**src/rtl/scb_map.svh**
```systemverilog
// address map, strap table and field positions of the serial control target
`ifndef SCB_MAP_SVH
`define SCB_MAP_SVH

`define SCB_ADDR_REG   8'h00
`define SCB_REG_COUNT  8
`define SCB_OVR_BIT    0
`define SCB_ADDR_RESET 8'h00
`define STRAP_BASE     7'h0c
`define STRAP_STEP     7'h02
`define STRAP_SETTLE   2'h2
`define BIT_LAST       4'h7
`define BIT_ACK        4'h8
`define BIT_START      4'hf

`endif

```
**src/rtl/scb_pkg.sv**
```systemverilog
// types of the serial control target
package scb_pkg;

  typedef enum logic [2:0] {
    ST_IDLE  = 3'b000,
    ST_ADDR  = 3'b001,
    ST_OFFS  = 3'b010,
    ST_WDATA = 3'b011,
    ST_RDATA = 3'b100,
    ST_WAIT  = 3'b101
  } scb_state_t;

endpackage

```
**src/rtl/strap_decoder.sv**
```systemverilog
// samples the address strap after reset and turns it into a bus address
`timescale 1ns/1ns
`include "scb_map.svh"

module strap_decoder (
  input  wire logic       clk,
  input  wire logic       arst_n,
  input  wire logic [2:0] address_strap_pin,
  output logic      [6:0] strap_addr_r,
  output logic            strap_valid_r
);

  logic [2:0] strap_s1_r;
  logic [2:0] strap_s2_r;
  logic [1:0] settle_r;

  function automatic logic [6:0] strap_to_addr(input logic [2:0] code);
    strap_to_addr = `STRAP_BASE + `STRAP_STEP * {4'h0, code};
  endfunction

  // =====================================================================
  // synchroniser
  always_ff @(posedge clk or negedge arst_n) begin
    if (!arst_n) begin
      strap_s1_r <= 3'h0;
      strap_s2_r <= 3'h0;
    end else begin
      strap_s1_r <= address_strap_pin;
      strap_s2_r <= strap_s1_r;
    end
  end

  // =====================================================================
  // one capture after reset release
  always_ff @(posedge clk or negedge arst_n) begin
    if (!arst_n) begin
      settle_r      <= 2'h0;
      strap_addr_r  <= 7'h00;
      strap_valid_r <= 1'b0;
    end else if (!strap_valid_r) begin
      if (settle_r == `STRAP_SETTLE) begin
        strap_addr_r  <= strap_to_addr(strap_s2_r);
        strap_valid_r <= 1'b1;
      end else begin
        settle_r <= settle_r + 2'h1;
      end
    end
  end

  property p_strap_hold;
    @(posedge clk) disable iff (!arst_n)
      strap_valid_r |=> strap_valid_r && $stable(strap_addr_r);
  endproperty
  a_strap_hold: assert property (p_strap_hold) else $error("strap address changed after capture");

  property p_strap_range;
    @(posedge clk) disable iff (!arst_n)
      $rose(strap_valid_r) |-> strap_addr_r == {3'h0, $past(strap_s2_r), 1'b0} + `STRAP_BASE;
  endproperty
  a_strap_range: assert property (p_strap_range) else $error("strap address not from table");

endmodule

```
**src/rtl/serial_control_bus_target.sv**
```systemverilog
// two-wire serial control target with strap or programmed address
// =====================================================================
// Overview of operation
// - bus address comes from one of eight straps
// - straps map to 0x0C..0x1A in steps two
// - data rising while clock high is stop
// - matching address is acknowledged by pulling data
// - other address leaves data released, not acknowledged
// - each written data byte is acknowledged
// - host not-acknowledge ends read data drive
// - clock line is sensed only, never driven (scl_oe held low)
// - lines are only pulled low or released
// - register 0x00 bits 7:1 hold programmed address
// - bit 0 set selects programmed over strap address
`timescale 1ns/1ns
`include "scb_map.svh"

module serial_control_bus_target
  import scb_pkg::*;
(
  input  wire logic       clk,
  input  wire logic       arst_n,
  input  wire logic [2:0] address_strap_pin,
  input  wire logic       scl_i,
  output logic            scl_o,
  output logic            scl_oe,
  input  wire logic       sda_i,
  output logic            sda_o,
  output logic            sda_oe,
  output logic      [6:0] bus_addr
);

  logic [7:0]  regs_r [`SCB_REG_COUNT];
  logic        scl_s1_r, scl_s2_r, scl_d_r;
  logic        sda_s1_r, sda_s2_r, sda_d_r;
  scb_state_t  state_r;
  logic [3:0]  cnt_r;
  logic [7:0]  shreg_r;
  logic [7:0]  tx_r;
  logic [7:0]  ptr_r;
  logic        rw_r;
  logic        host_ack_r;
  logic [6:0]  strap_addr;
  logic        strap_valid;
  logic [6:0]  own_addr;
  logic        scl_rise, scl_fall, start_ev, stop_ev;
  logic        byte_end, ack_end, match, do_ack, load_rd;
  logic [7:0]  rd_byte;

  function automatic logic [7:0] reg_read(input logic [7:0] idx, input logic [7:0] v);
    reg_read = (idx < 8'(`SCB_REG_COUNT)) ? v : 8'h00;
  endfunction

  strap_decoder u_strap (
    .clk               (clk),
    .arst_n            (arst_n),
    .address_strap_pin (address_strap_pin),
    .strap_addr_r      (strap_addr),
    .strap_valid_r     (strap_valid)
  );

  // =====================================================================
  // line synchronisers and edge detection
  always_ff @(posedge clk or negedge arst_n) begin
    if (!arst_n) begin
      scl_s1_r <= 1'b1;
      scl_s2_r <= 1'b1;
      scl_d_r  <= 1'b1;
      sda_s1_r <= 1'b1;
      sda_s2_r <= 1'b1;
      sda_d_r  <= 1'b1;
    end else begin
      scl_s1_r <= scl_i;
      scl_s2_r <= scl_s1_r;
      scl_d_r  <= scl_s2_r;
      sda_s1_r <= sda_i;
      sda_s2_r <= sda_s1_r;
      sda_d_r  <= sda_s2_r;
    end
  end

  assign scl_rise = scl_s2_r & ~scl_d_r;
  assign scl_fall = ~scl_s2_r & scl_d_r;
  assign start_ev = scl_s2_r & scl_d_r & sda_d_r & ~sda_s2_r;
  assign stop_ev  = scl_s2_r & scl_d_r & ~sda_d_r & sda_s2_r;

  // =====================================================================
  // address selection
  assign own_addr = regs_r[0][`SCB_OVR_BIT] ? regs_r[0][7:1] : strap_addr;
  assign match    = (shreg_r[7:1] == own_addr) && (regs_r[0][`SCB_OVR_BIT] || strap_valid);
  assign byte_end = scl_fall && (cnt_r == `BIT_LAST);
  assign ack_end  = scl_fall && (cnt_r == `BIT_ACK);
  assign do_ack   = byte_end && ((state_r == ST_ADDR) ? match
                                 : (state_r == ST_OFFS || state_r == ST_WDATA));
  assign load_rd  = ack_end && ((state_r == ST_ADDR && rw_r) || (state_r == ST_RDATA && host_ack_r));
  assign rd_byte  = reg_read(ptr_r, regs_r[ptr_r[2:0]]);

  // =====================================================================
  // transaction sequencer
  always_ff @(posedge clk or negedge arst_n) begin
    if (!arst_n) begin
      state_r    <= ST_IDLE;
      cnt_r      <= 4'h0;
      shreg_r    <= 8'h00;
      tx_r       <= 8'h00;
      ptr_r      <= 8'h00;
      rw_r       <= 1'b0;
      host_ack_r <= 1'b0;
    end else if (start_ev) begin
      state_r <= ST_ADDR;
      cnt_r   <= `BIT_START;
    end else if (stop_ev) begin
      state_r <= ST_IDLE;
    end else if (state_r != ST_IDLE && state_r != ST_WAIT) begin
      if (scl_rise && cnt_r < `BIT_ACK)
        shreg_r <= {shreg_r[6:0], sda_s2_r};
      if (scl_rise && cnt_r == `BIT_ACK && state_r == ST_RDATA) begin
        host_ack_r <= ~sda_s2_r;
        if (sda_s2_r)
          state_r <= ST_WAIT;
      end
      if (scl_fall) begin
        cnt_r <= (cnt_r == `BIT_ACK) ? 4'h0 : cnt_r + 4'h1;
        if (state_r == ST_RDATA && cnt_r < `BIT_LAST)
          tx_r <= {tx_r[6:0], 1'b0};
      end
      if (byte_end) begin
        unique case (state_r)
          ST_ADDR: begin
            rw_r <= shreg_r[0];
            if (!match)
              state_r <= ST_WAIT;
          end
          ST_OFFS:  ptr_r <= shreg_r;
          ST_WDATA: ptr_r <= ptr_r + 8'h01;
          ST_RDATA: ;
          default:  ;
        endcase
      end
      if (load_rd) begin
        tx_r    <= rd_byte;
        ptr_r   <= ptr_r + 8'h01;
        state_r <= ST_RDATA;
      end else if (ack_end && state_r == ST_ADDR) begin
        state_r <= ST_OFFS;
      end else if (ack_end && state_r == ST_OFFS) begin
        state_r <= ST_WDATA;
      end
    end
  end

  // =====================================================================
  // register file
  always_ff @(posedge clk or negedge arst_n) begin
    if (!arst_n) begin
      for (int i = 0; i < `SCB_REG_COUNT; i++)
        regs_r[i] <= `SCB_ADDR_RESET;
    end else if (!start_ev && !stop_ev && byte_end && state_r == ST_WDATA
                 && ptr_r < 8'(`SCB_REG_COUNT)) begin
      regs_r[ptr_r[2:0]] <= shreg_r;
    end
  end

  // =====================================================================
  // open-drain line drive
  always_ff @(posedge clk or negedge arst_n) begin
    if (!arst_n) begin
      sda_oe   <= 1'b0;
      sda_o    <= 1'b0;
      scl_o    <= 1'b0;
      scl_oe   <= 1'b0;
      bus_addr <= 7'h00;
    end else begin
      sda_o    <= 1'b0;
      scl_o    <= 1'b0;
      scl_oe   <= 1'b0;
      bus_addr <= own_addr;
      if (start_ev || stop_ev)
        sda_oe <= 1'b0;
      else if (do_ack)
        sda_oe <= 1'b1;
      else if (load_rd)
        sda_oe <= ~rd_byte[7];
      else if (state_r == ST_RDATA && scl_fall && cnt_r < `BIT_LAST)
        sda_oe <= ~tx_r[6];
      else if (state_r == ST_RDATA && byte_end)
        sda_oe <= 1'b0;
      else if (ack_end || state_r == ST_WAIT || state_r == ST_IDLE)
        sda_oe <= 1'b0;
    end
  end

  // =====================================================================
  // checks
  property p_stop_idle;
    @(posedge clk) disable iff (!arst_n) (stop_ev && !start_ev) |=> state_r == ST_IDLE && !sda_oe;
  endproperty
  a_stop_idle: assert property (p_stop_idle) else $error("stop did not end transaction");

  property p_ack_match;
    @(posedge clk) disable iff (!arst_n)
      (state_r == ST_ADDR && byte_end && match && !start_ev && !stop_ev) |=> sda_oe ##1 sda_oe;
  endproperty
  a_ack_match: assert property (p_ack_match) else $error("own address not acknowledged");

  property p_nack_other;
    @(posedge clk) disable iff (!arst_n)
      (state_r == ST_ADDR && byte_end && !match && !start_ev && !stop_ev) |=> !sda_oe && state_r == ST_WAIT;
  endproperty
  a_nack_other: assert property (p_nack_other) else $error("foreign address acknowledged");

  property p_write_ack;
    @(posedge clk) disable iff (!arst_n)
      (state_r == ST_WDATA && byte_end && !start_ev && !stop_ev) |=> sda_oe;
  endproperty
  a_write_ack: assert property (p_write_ack) else $error("write byte not acknowledged");

  property p_read_nack;
    @(posedge clk) disable iff (!arst_n)
      (state_r == ST_RDATA && scl_rise && cnt_r == `BIT_ACK && sda_s2_r && !start_ev && !stop_ev)
        |=> state_r == ST_WAIT && !sda_oe;
  endproperty
  a_read_nack: assert property (p_read_nack) else $error("read drive kept after host nack");

  property p_scl_free;
    @(posedge clk) disable iff (!arst_n) !scl_oe && !scl_o;
  endproperty
  a_scl_free: assert property (p_scl_free) else $error("clock line driven");

  property p_sda_low_only;
    @(posedge clk) disable iff (!arst_n) sda_oe |-> !sda_o;
  endproperty
  a_sda_low_only: assert property (p_sda_low_only) else $error("data line driven high");

  property p_drive_on_fall;
    @(posedge clk) disable iff (!arst_n)
      $rose(sda_oe) |-> $past(scl_fall);
  endproperty
  a_drive_on_fall: assert property (p_drive_on_fall) else $error("data driven outside clock low");

  property p_override;
    @(posedge clk) disable iff (!arst_n)
      regs_r[0][`SCB_OVR_BIT] |=> bus_addr == $past(regs_r[0][7:1]);
  endproperty
  a_override: assert property (p_override) else $error("programmed address not in effect");

  c_write: cover property (@(posedge clk) disable iff (!arst_n) state_r == ST_WDATA && byte_end);
  c_read:  cover property (@(posedge clk) disable iff (!arst_n) load_rd && state_r == ST_RDATA);
  c_nack:  cover property (@(posedge clk) disable iff (!arst_n) state_r == ST_ADDR && byte_end && !match);

endmodule

```
**config.mk**
```make
export PLATFORM = sky130hd
export DESIGN_NAME = serial_control_bus_target
export DESIGN_NICKNAME = d
export VERILOG_FILES = /design/src/rtl/scb_pkg.sv /design/src/rtl/strap_decoder.sv /design/src/rtl/serial_control_bus_target.sv
export VERILOG_INCLUDE_DIRS = /design/src /design/src/rtl
export SDC_FILE = /design/constraint.sdc
export NUM_CORES = 1
export LEC_CHECK = 0
export BUFFER_PORTS_ARGS = -buffer_cell sky130_fd_sc_hd__buf_2
export CAP_MARGIN = 20
export CELL_PAD_IN_SITES_DETAIL_PLACEMENT = 0
export CELL_PAD_IN_SITES_GLOBAL_PLACEMENT = 1
export CORE_MARGIN = 5
export CORE_UTILIZATION = 50
export DETAILED_ROUTE_END_ITERATION = 8
export PLACE_DENSITY = 0.76
export SETUP_SLACK_MARGIN = 0.02
export SYNTH_ARGS = -nofsm -noshare
export SYNTH_HDL_FRONTEND = slang
export SYNTH_SLANG_ARGS = --single-unit
```
**constraint.sdc**
```tcl
create_clock -name clk -period 2.9 [get_ports clk]
set_input_delay 0.435 -clock clk [delete_from_list [all_inputs] [get_ports clk]]
set_output_delay 0.435 -clock clk [all_outputs]
set_load 0.005 [all_outputs]
```
# Yosys cells after proc, flatten, opt, wreduce, memory -nomap -nowiden
# Index checks and enable logic that the tools add are counted.
dict set report classes {
  add_sub_neg 4
  magnitude_cmp 5
  n_eq_ne 11
  n_mux 39
  n_bitwise 18
  reduce_logical 48
}
# op count
set ops {}
lappend ops {{$bwmux 64} 1}
lappend ops {{$mux 8} 6}
lappend ops {{$mux 3} 11}
lappend ops {{$mux 7} 4}
lappend ops {{$bmux 8 s3} 1}
lappend ops {{$demux 8 s3} 1}
lappend ops {{$logic_and 1x1->1} 22}
lappend ops {{$mux 4} 5}
lappend ops {{$pmux 8 s2} 1}
lappend ops {{$reduce_and 5->1} 3}
lappend ops {{$not 1->1} 10}
lappend ops {{$reduce_bool 2->1} 5}
lappend ops {{$mux 1} 9}
lappend ops {{$reduce_bool 3->1} 3}
lappend ops {{$add 8x1->8 const B} 1}
lappend ops {{$lt 8x4->1 const B} 1}
lappend ops {{$reduce_and 4->1} 2}
lappend ops {{$and 1x1->1} 7}
lappend ops {{$eq 7x7->1} 1}
lappend ops {{$eq 3x2->1 const B} 2}
lappend ops {{$eq 3x3->1 const B} 2}
lappend ops {{$logic_or 1x1->1} 6}
lappend ops {{$reduce_bool 6->1} 1}
lappend ops {{$add 4x4->5 const A} 1}
lappend ops {{other kinds (17)} 19}
dict set report word_totals {
  regBits 126
  input_bits 7
  out_inout_bits 11
  word_cells 153
}

# Longest topological paths before layout
dict set report depth {
  ltp_word 14
  mapped_depth 8
  mapped_depth_nobuf 7
}

# Hierarchy
# A second synthesis with hierarchy kept.
dict set report hier_totals {
  hier_cells 462
  area_unflattened_um2 5920.7
}
# module instances cells_each area_per_inst_um2 seq_area_each_um2
set modules_own_cells {}
lappend modules_own_cells {serial_control_bus_target 1 429 5434.0 2760.1}
lappend modules_own_cells {strap_decoder 1 33 486.7 325.3}

# Least setup slack after synthesis
# No wires, ideal clock.
dict set report synth_timing {
  kind {flip-flop to flip-flop}
  start {register scl_d_r}
  end {register regs_r[24] (netlist name)}
  setup_time_ns 0.125
  arrival_ns 2.158
  required_time_ns 2.775
  setup_slack_ns 0.617
  path_stages_with_launch 7
  n_path_buf 1
  synth_period_minus_slack_ns 2.283
  cell_sequence {dfstp_2 -> nor3b_4 -> nand2_2 -> or3_4 -> or4_4 -> buf_6 -> mux2_4}
}
dict set report synth_via {
  elab_chain_len 8
  elab_cells_between_ends 13
  classes_between {6 x bitwise; 7 x reduce/logical}
}
# element line
set synth_lines {}
lappend synth_lines {{from (decl)} serial_control_bus_target.sv:34} ;# logic scl_s1_r, scl_s2_r, scl_d_r;
lappend synth_lines {{from (signal assigned)} serial_control_bus_target.sv:75} ;# scl_d_r <= scl_s2_r;
lappend synth_lines {{$and 1x1->1} {serial_control_bus_target.sv:84, serial_control_bus_target.sv:85}}
lappend synth_lines {{$and 1x1->1 (on tied branches) (2 in series)} {serial_control_bus_target.sv:84, serial_control_bus_target.sv:85}}
lappend synth_lines {{$logic_not 1->1} serial_control_bus_target.sv:158} ;# end else if (!start_ev && !stop_ev && byte_end && state_r == ST_WDATA
lappend synth_lines {{$logic_and 1x1->1} serial_control_bus_target.sv:158}
lappend synth_lines {{$logic_and 1x1->1 (*) (3 in series)} serial_control_bus_target.sv:158}
lappend synth_lines {{to (signal, indexed assignment)} serial_control_bus_target.sv:157} ;# regs_r[i] <= `SCB_ADDR_RESET;
lappend synth_lines {{to (signal, indexed assignment)} serial_control_bus_target.sv:160} ;# regs_r[ptr_r[2:0]] <= shreg_r;
lappend synth_lines {{to (decl)} serial_control_bus_target.sv:33} ;# logic [7:0] regs_r [`SCB_REG_COUNT];
# Mark *: on every way between the ends. The rest lies on a longest branch, timed or not.
# A chain may end at the register's enable or synchronous reset.

# Final worst setup path
dict set report layout_timing {
  start {register state_r[0]}
  end {register regs_r[43] (netlist name)}
}
dict set report layout_via {
  elab_chain_len 3
}
# element line
set layout_lines {}
lappend layout_lines {{from (decl)} serial_control_bus_target.sv:36} ;# scb_state_t state_r;
lappend layout_lines {{from (signal assigned)} serial_control_bus_target.sv:102} ;# state_r <= ST_IDLE;
lappend layout_lines {{from (signal assigned)} serial_control_bus_target.sv:110} ;# state_r <= ST_ADDR;
lappend layout_lines {{from (signal assigned)} serial_control_bus_target.sv:113} ;# state_r <= ST_IDLE;
lappend layout_lines {{$eq 3x2->1} serial_control_bus_target.sv:158}
lappend layout_lines {{$logic_and 1x1->1 (2 in series)} serial_control_bus_target.sv:158}
# No other way between the ends.

==> results.md <==
* Status: complete, no violations
* Global Route Usage Sum at 0.191
* Critical-path cell list: nor2b_2 -> nand2_1 -> or3_4 -> nor4b_4 -> mux2_2
* Vias at between 3k and 4k
* Crit path max fanout at 9
* Hold_buf cts at 0
* Crit. End Element: flop
* Crit Path Class: flop to flop
* Pwr/cell area at 728 nW/um^2
* Critical path buffers and inverters at 0
* FFs w/ async S/R, synth at 1.00
* RSZ-0062 raised after global routing: false
* Multi-input logic area at 2570 sq um
* Largest net degree at the start of global routing at 65
* Fin crit share at 0.846
* Antenna violations before repair at 0
* Slew Viols, Final at 0
* Mapped Cells at 478
* Ys Warns at 0
* Cts repair resizes at 0
* Drt pass-1 iters at 4
* Max Cap Viol at 0
* Dpl hpwl at around 8500 um
* Top delay family on crit path: simple AND/OR/NAND/NOR gates
* CP Depth at 5
* Num CTS Buffers at 17
* Leakage at ~3.1 nW
* Postcts setup bufs at 0
* Crit-path max cell delay at 0.53 ns
* Worst hold slack at 0.104 ns
* Die width at between 100 and 150 um
* Minimum clock period at 2.45 ns
* Number of enable flip-flop cells after synthesis at 0
* Critical Path Slowest Stage Cell: dfrtp_1
* Worst path required time at 3.20 ns
* Starting Density at 0.511
* Sink Count at 123
* Total grt overflow at 0
* Maximum clock path buffer count at 2
* Clock Latency Late Sink at ~0.42 ns
* Fmax at 0.407 GHz
* WP data arrival at approximately 2.8 ns
* Layout area overhead at 13.4%
* Worst-path clk slew at 0.06 ns
* Die footprint at between 10000 and 15000 sq um
* Register area at just over 3000 sq um
* Setup violators final at 0
* RD Place Congestion at approximately 0.80
* VDD IR max at 0.000658 V
* # diodes at 0
* Ports at 18
* Clock skew at 0.00719 ns
* Htree depth at 4
* Initial drt markers at 295
* Netlist Area Pre-Place at 5860 sq um
* FF+latch count, synth at between 100 and 150
* Crit start category: flop
* Vias in the first global route at 3884
* CTS tree: built
* Total wire length at around 12000 um
* Final hold vios at 0
* FF-to-FF path depth at 5
* Fraction of layout instances using a drive strength above 1 at 0.316
* Final design utilization at 0.580
* Root buffer cell: clkbuf_16
* Core area at ~11000 sq um
* Yosys cell types at 70
* DRT antenna net count at 0
* First-pass GRT wire length at 20900 um
* Worst-margin pin slew at 0.873 ns
* DRC viols at 0
* Hold Crit Class: input port to async pin
* Wire per inst at 19.1 um
* Fin Setup TNS at 0 ns
* # rows at 39
* Port Buf Inserts at 14
* Max-slew headroom at 0.418
* Fillers at 911
* Die Height at 118 um
* Seq/Total Area, Yosys at 0.526
* Final Net Count at between 500 and 600
* Post-DR vias/cell at roughly 5.8
* Top_reg_cell synth: dfrtp_1
* Syn_area_per_cell at ~12 sq um
==> registers in the layout, indices dropped and copies added (netlist names), 2 cells and up <==
| register | cells |
|---|---|
| bus_addr | 7 |
| u_strap.strap_s1_r | 3 |
| regs_r | 64 |
| tx_r | 7 |
| u_strap.strap_addr_r | 4 |
| u_strap.strap_s2_r | 3 |
| state_r | 3 |
| cnt_r | 4 |
| shreg_r | 8 |
| ptr_r | 8 |
| u_strap.settle_r | 2 |
==> final cells by class <==
cell class,count,share of cell area
Sequential cell,123,0.464
Multi-Input combinational cell,306,0.386
Clock buffer,19,0.0681
Timing Repair Buffer,29,0.0278
Tap cell,143,0.0269
Clock inverter,13,0.0158
Inverter,20,0.0113
==> worst paths after layout <==
kind | start | end | slack [ns]
min | arst_n | cnt_r[3] | 0.10
max in group asynchronous | arst_n | shreg_r[4] | 1.97
min in group clk | sda_i | sda_s1_r | 0.12
max reg2reg | state_r[0] | regs_r[43] | 0.45
max | state_r[0] | regs_r[43] | 0.45
min reg2reg | u_strap.strap_s1_r[2] | u_strap.strap_s2_r[2] | 0.35
==> where the power goes <==
group / switching [mW] / internal [mW]
combinational: 0.378 / 0.333
clock: 0.814 / 1.15
sequential: 0.309 / 1.85
==> synthesized netlist by cell type, drive strengths merged, types with 6 or more instances <==
library cell,count,area share
dfrtp,117,0.50
mux2,73,0.15
nand2,30,0.020
o21ai,24,0.020
nor2,21,0.013
clkbuf,20,0.013
inv,19,0.012
mux2i,19,0.032
buf,11,0.012
mux4,10,0.038
a21oi,9,0.0077
a31oi,7,0.0075
nor3,7,0.0077
a22oi,6,0.0077
and2,6,0.0064
dfstp,6,0.027
nand3,6,0.0051
xnor2,6,0.0090
==> routing by layer <==
layer / global-route usage / vias up / routed length, um
li1: - / 1767 / -
met1: 0.262 / 1921 / 5920
met2: 0.293 / 61 / 5980
met3: 0.0535 / 16 / 426
met4: 0.0631 / 0 / 142
met5: 0 / - / 0
==> cells by family (layout without fill, tap and decap cells) <==
group                    Yosys count  after routing  synth area share
adder cells (fa/ha/maj)            5              5            0.0107
multiplexers                     102            102             0.216
flip-flops                       123            123             0.526
buffers and inverters             51             81            0.0373
AO/OA/AOI/OAI                     80             80            0.0917
XOR/XNOR                           7              7            0.0105
AND/OR/NAND/NOR                  109            109             0.107
other                              1              3          0.000639
==> metrics by stage <==
stage                     cell area, sq um  power (mW)  setup slack (ns)  instances
after floorplan                       5870        2.63             0.617        480
after global placement                6090        2.88             0.503        621
after detailed placement              6090        2.90             0.446        621
after CTS                             6650        4.89             0.454        653
after global routing                  6650        5.09             0.222        653
final                                 6650        4.84             0.445        653
==> placed cells by master, fill, tap and decap left out, types with 10 or more instances in the layout <==
cell       count
dfrtp_1      117
mux2_2        65
nand2_1       29
o21ai_0       23
nor2_1        21
inv_1         19
mux2i_1       19
clkbuf_16     17
buf_4         16
buf_2         13
mux4_2        10
Power figures use the tool's default switching activity.
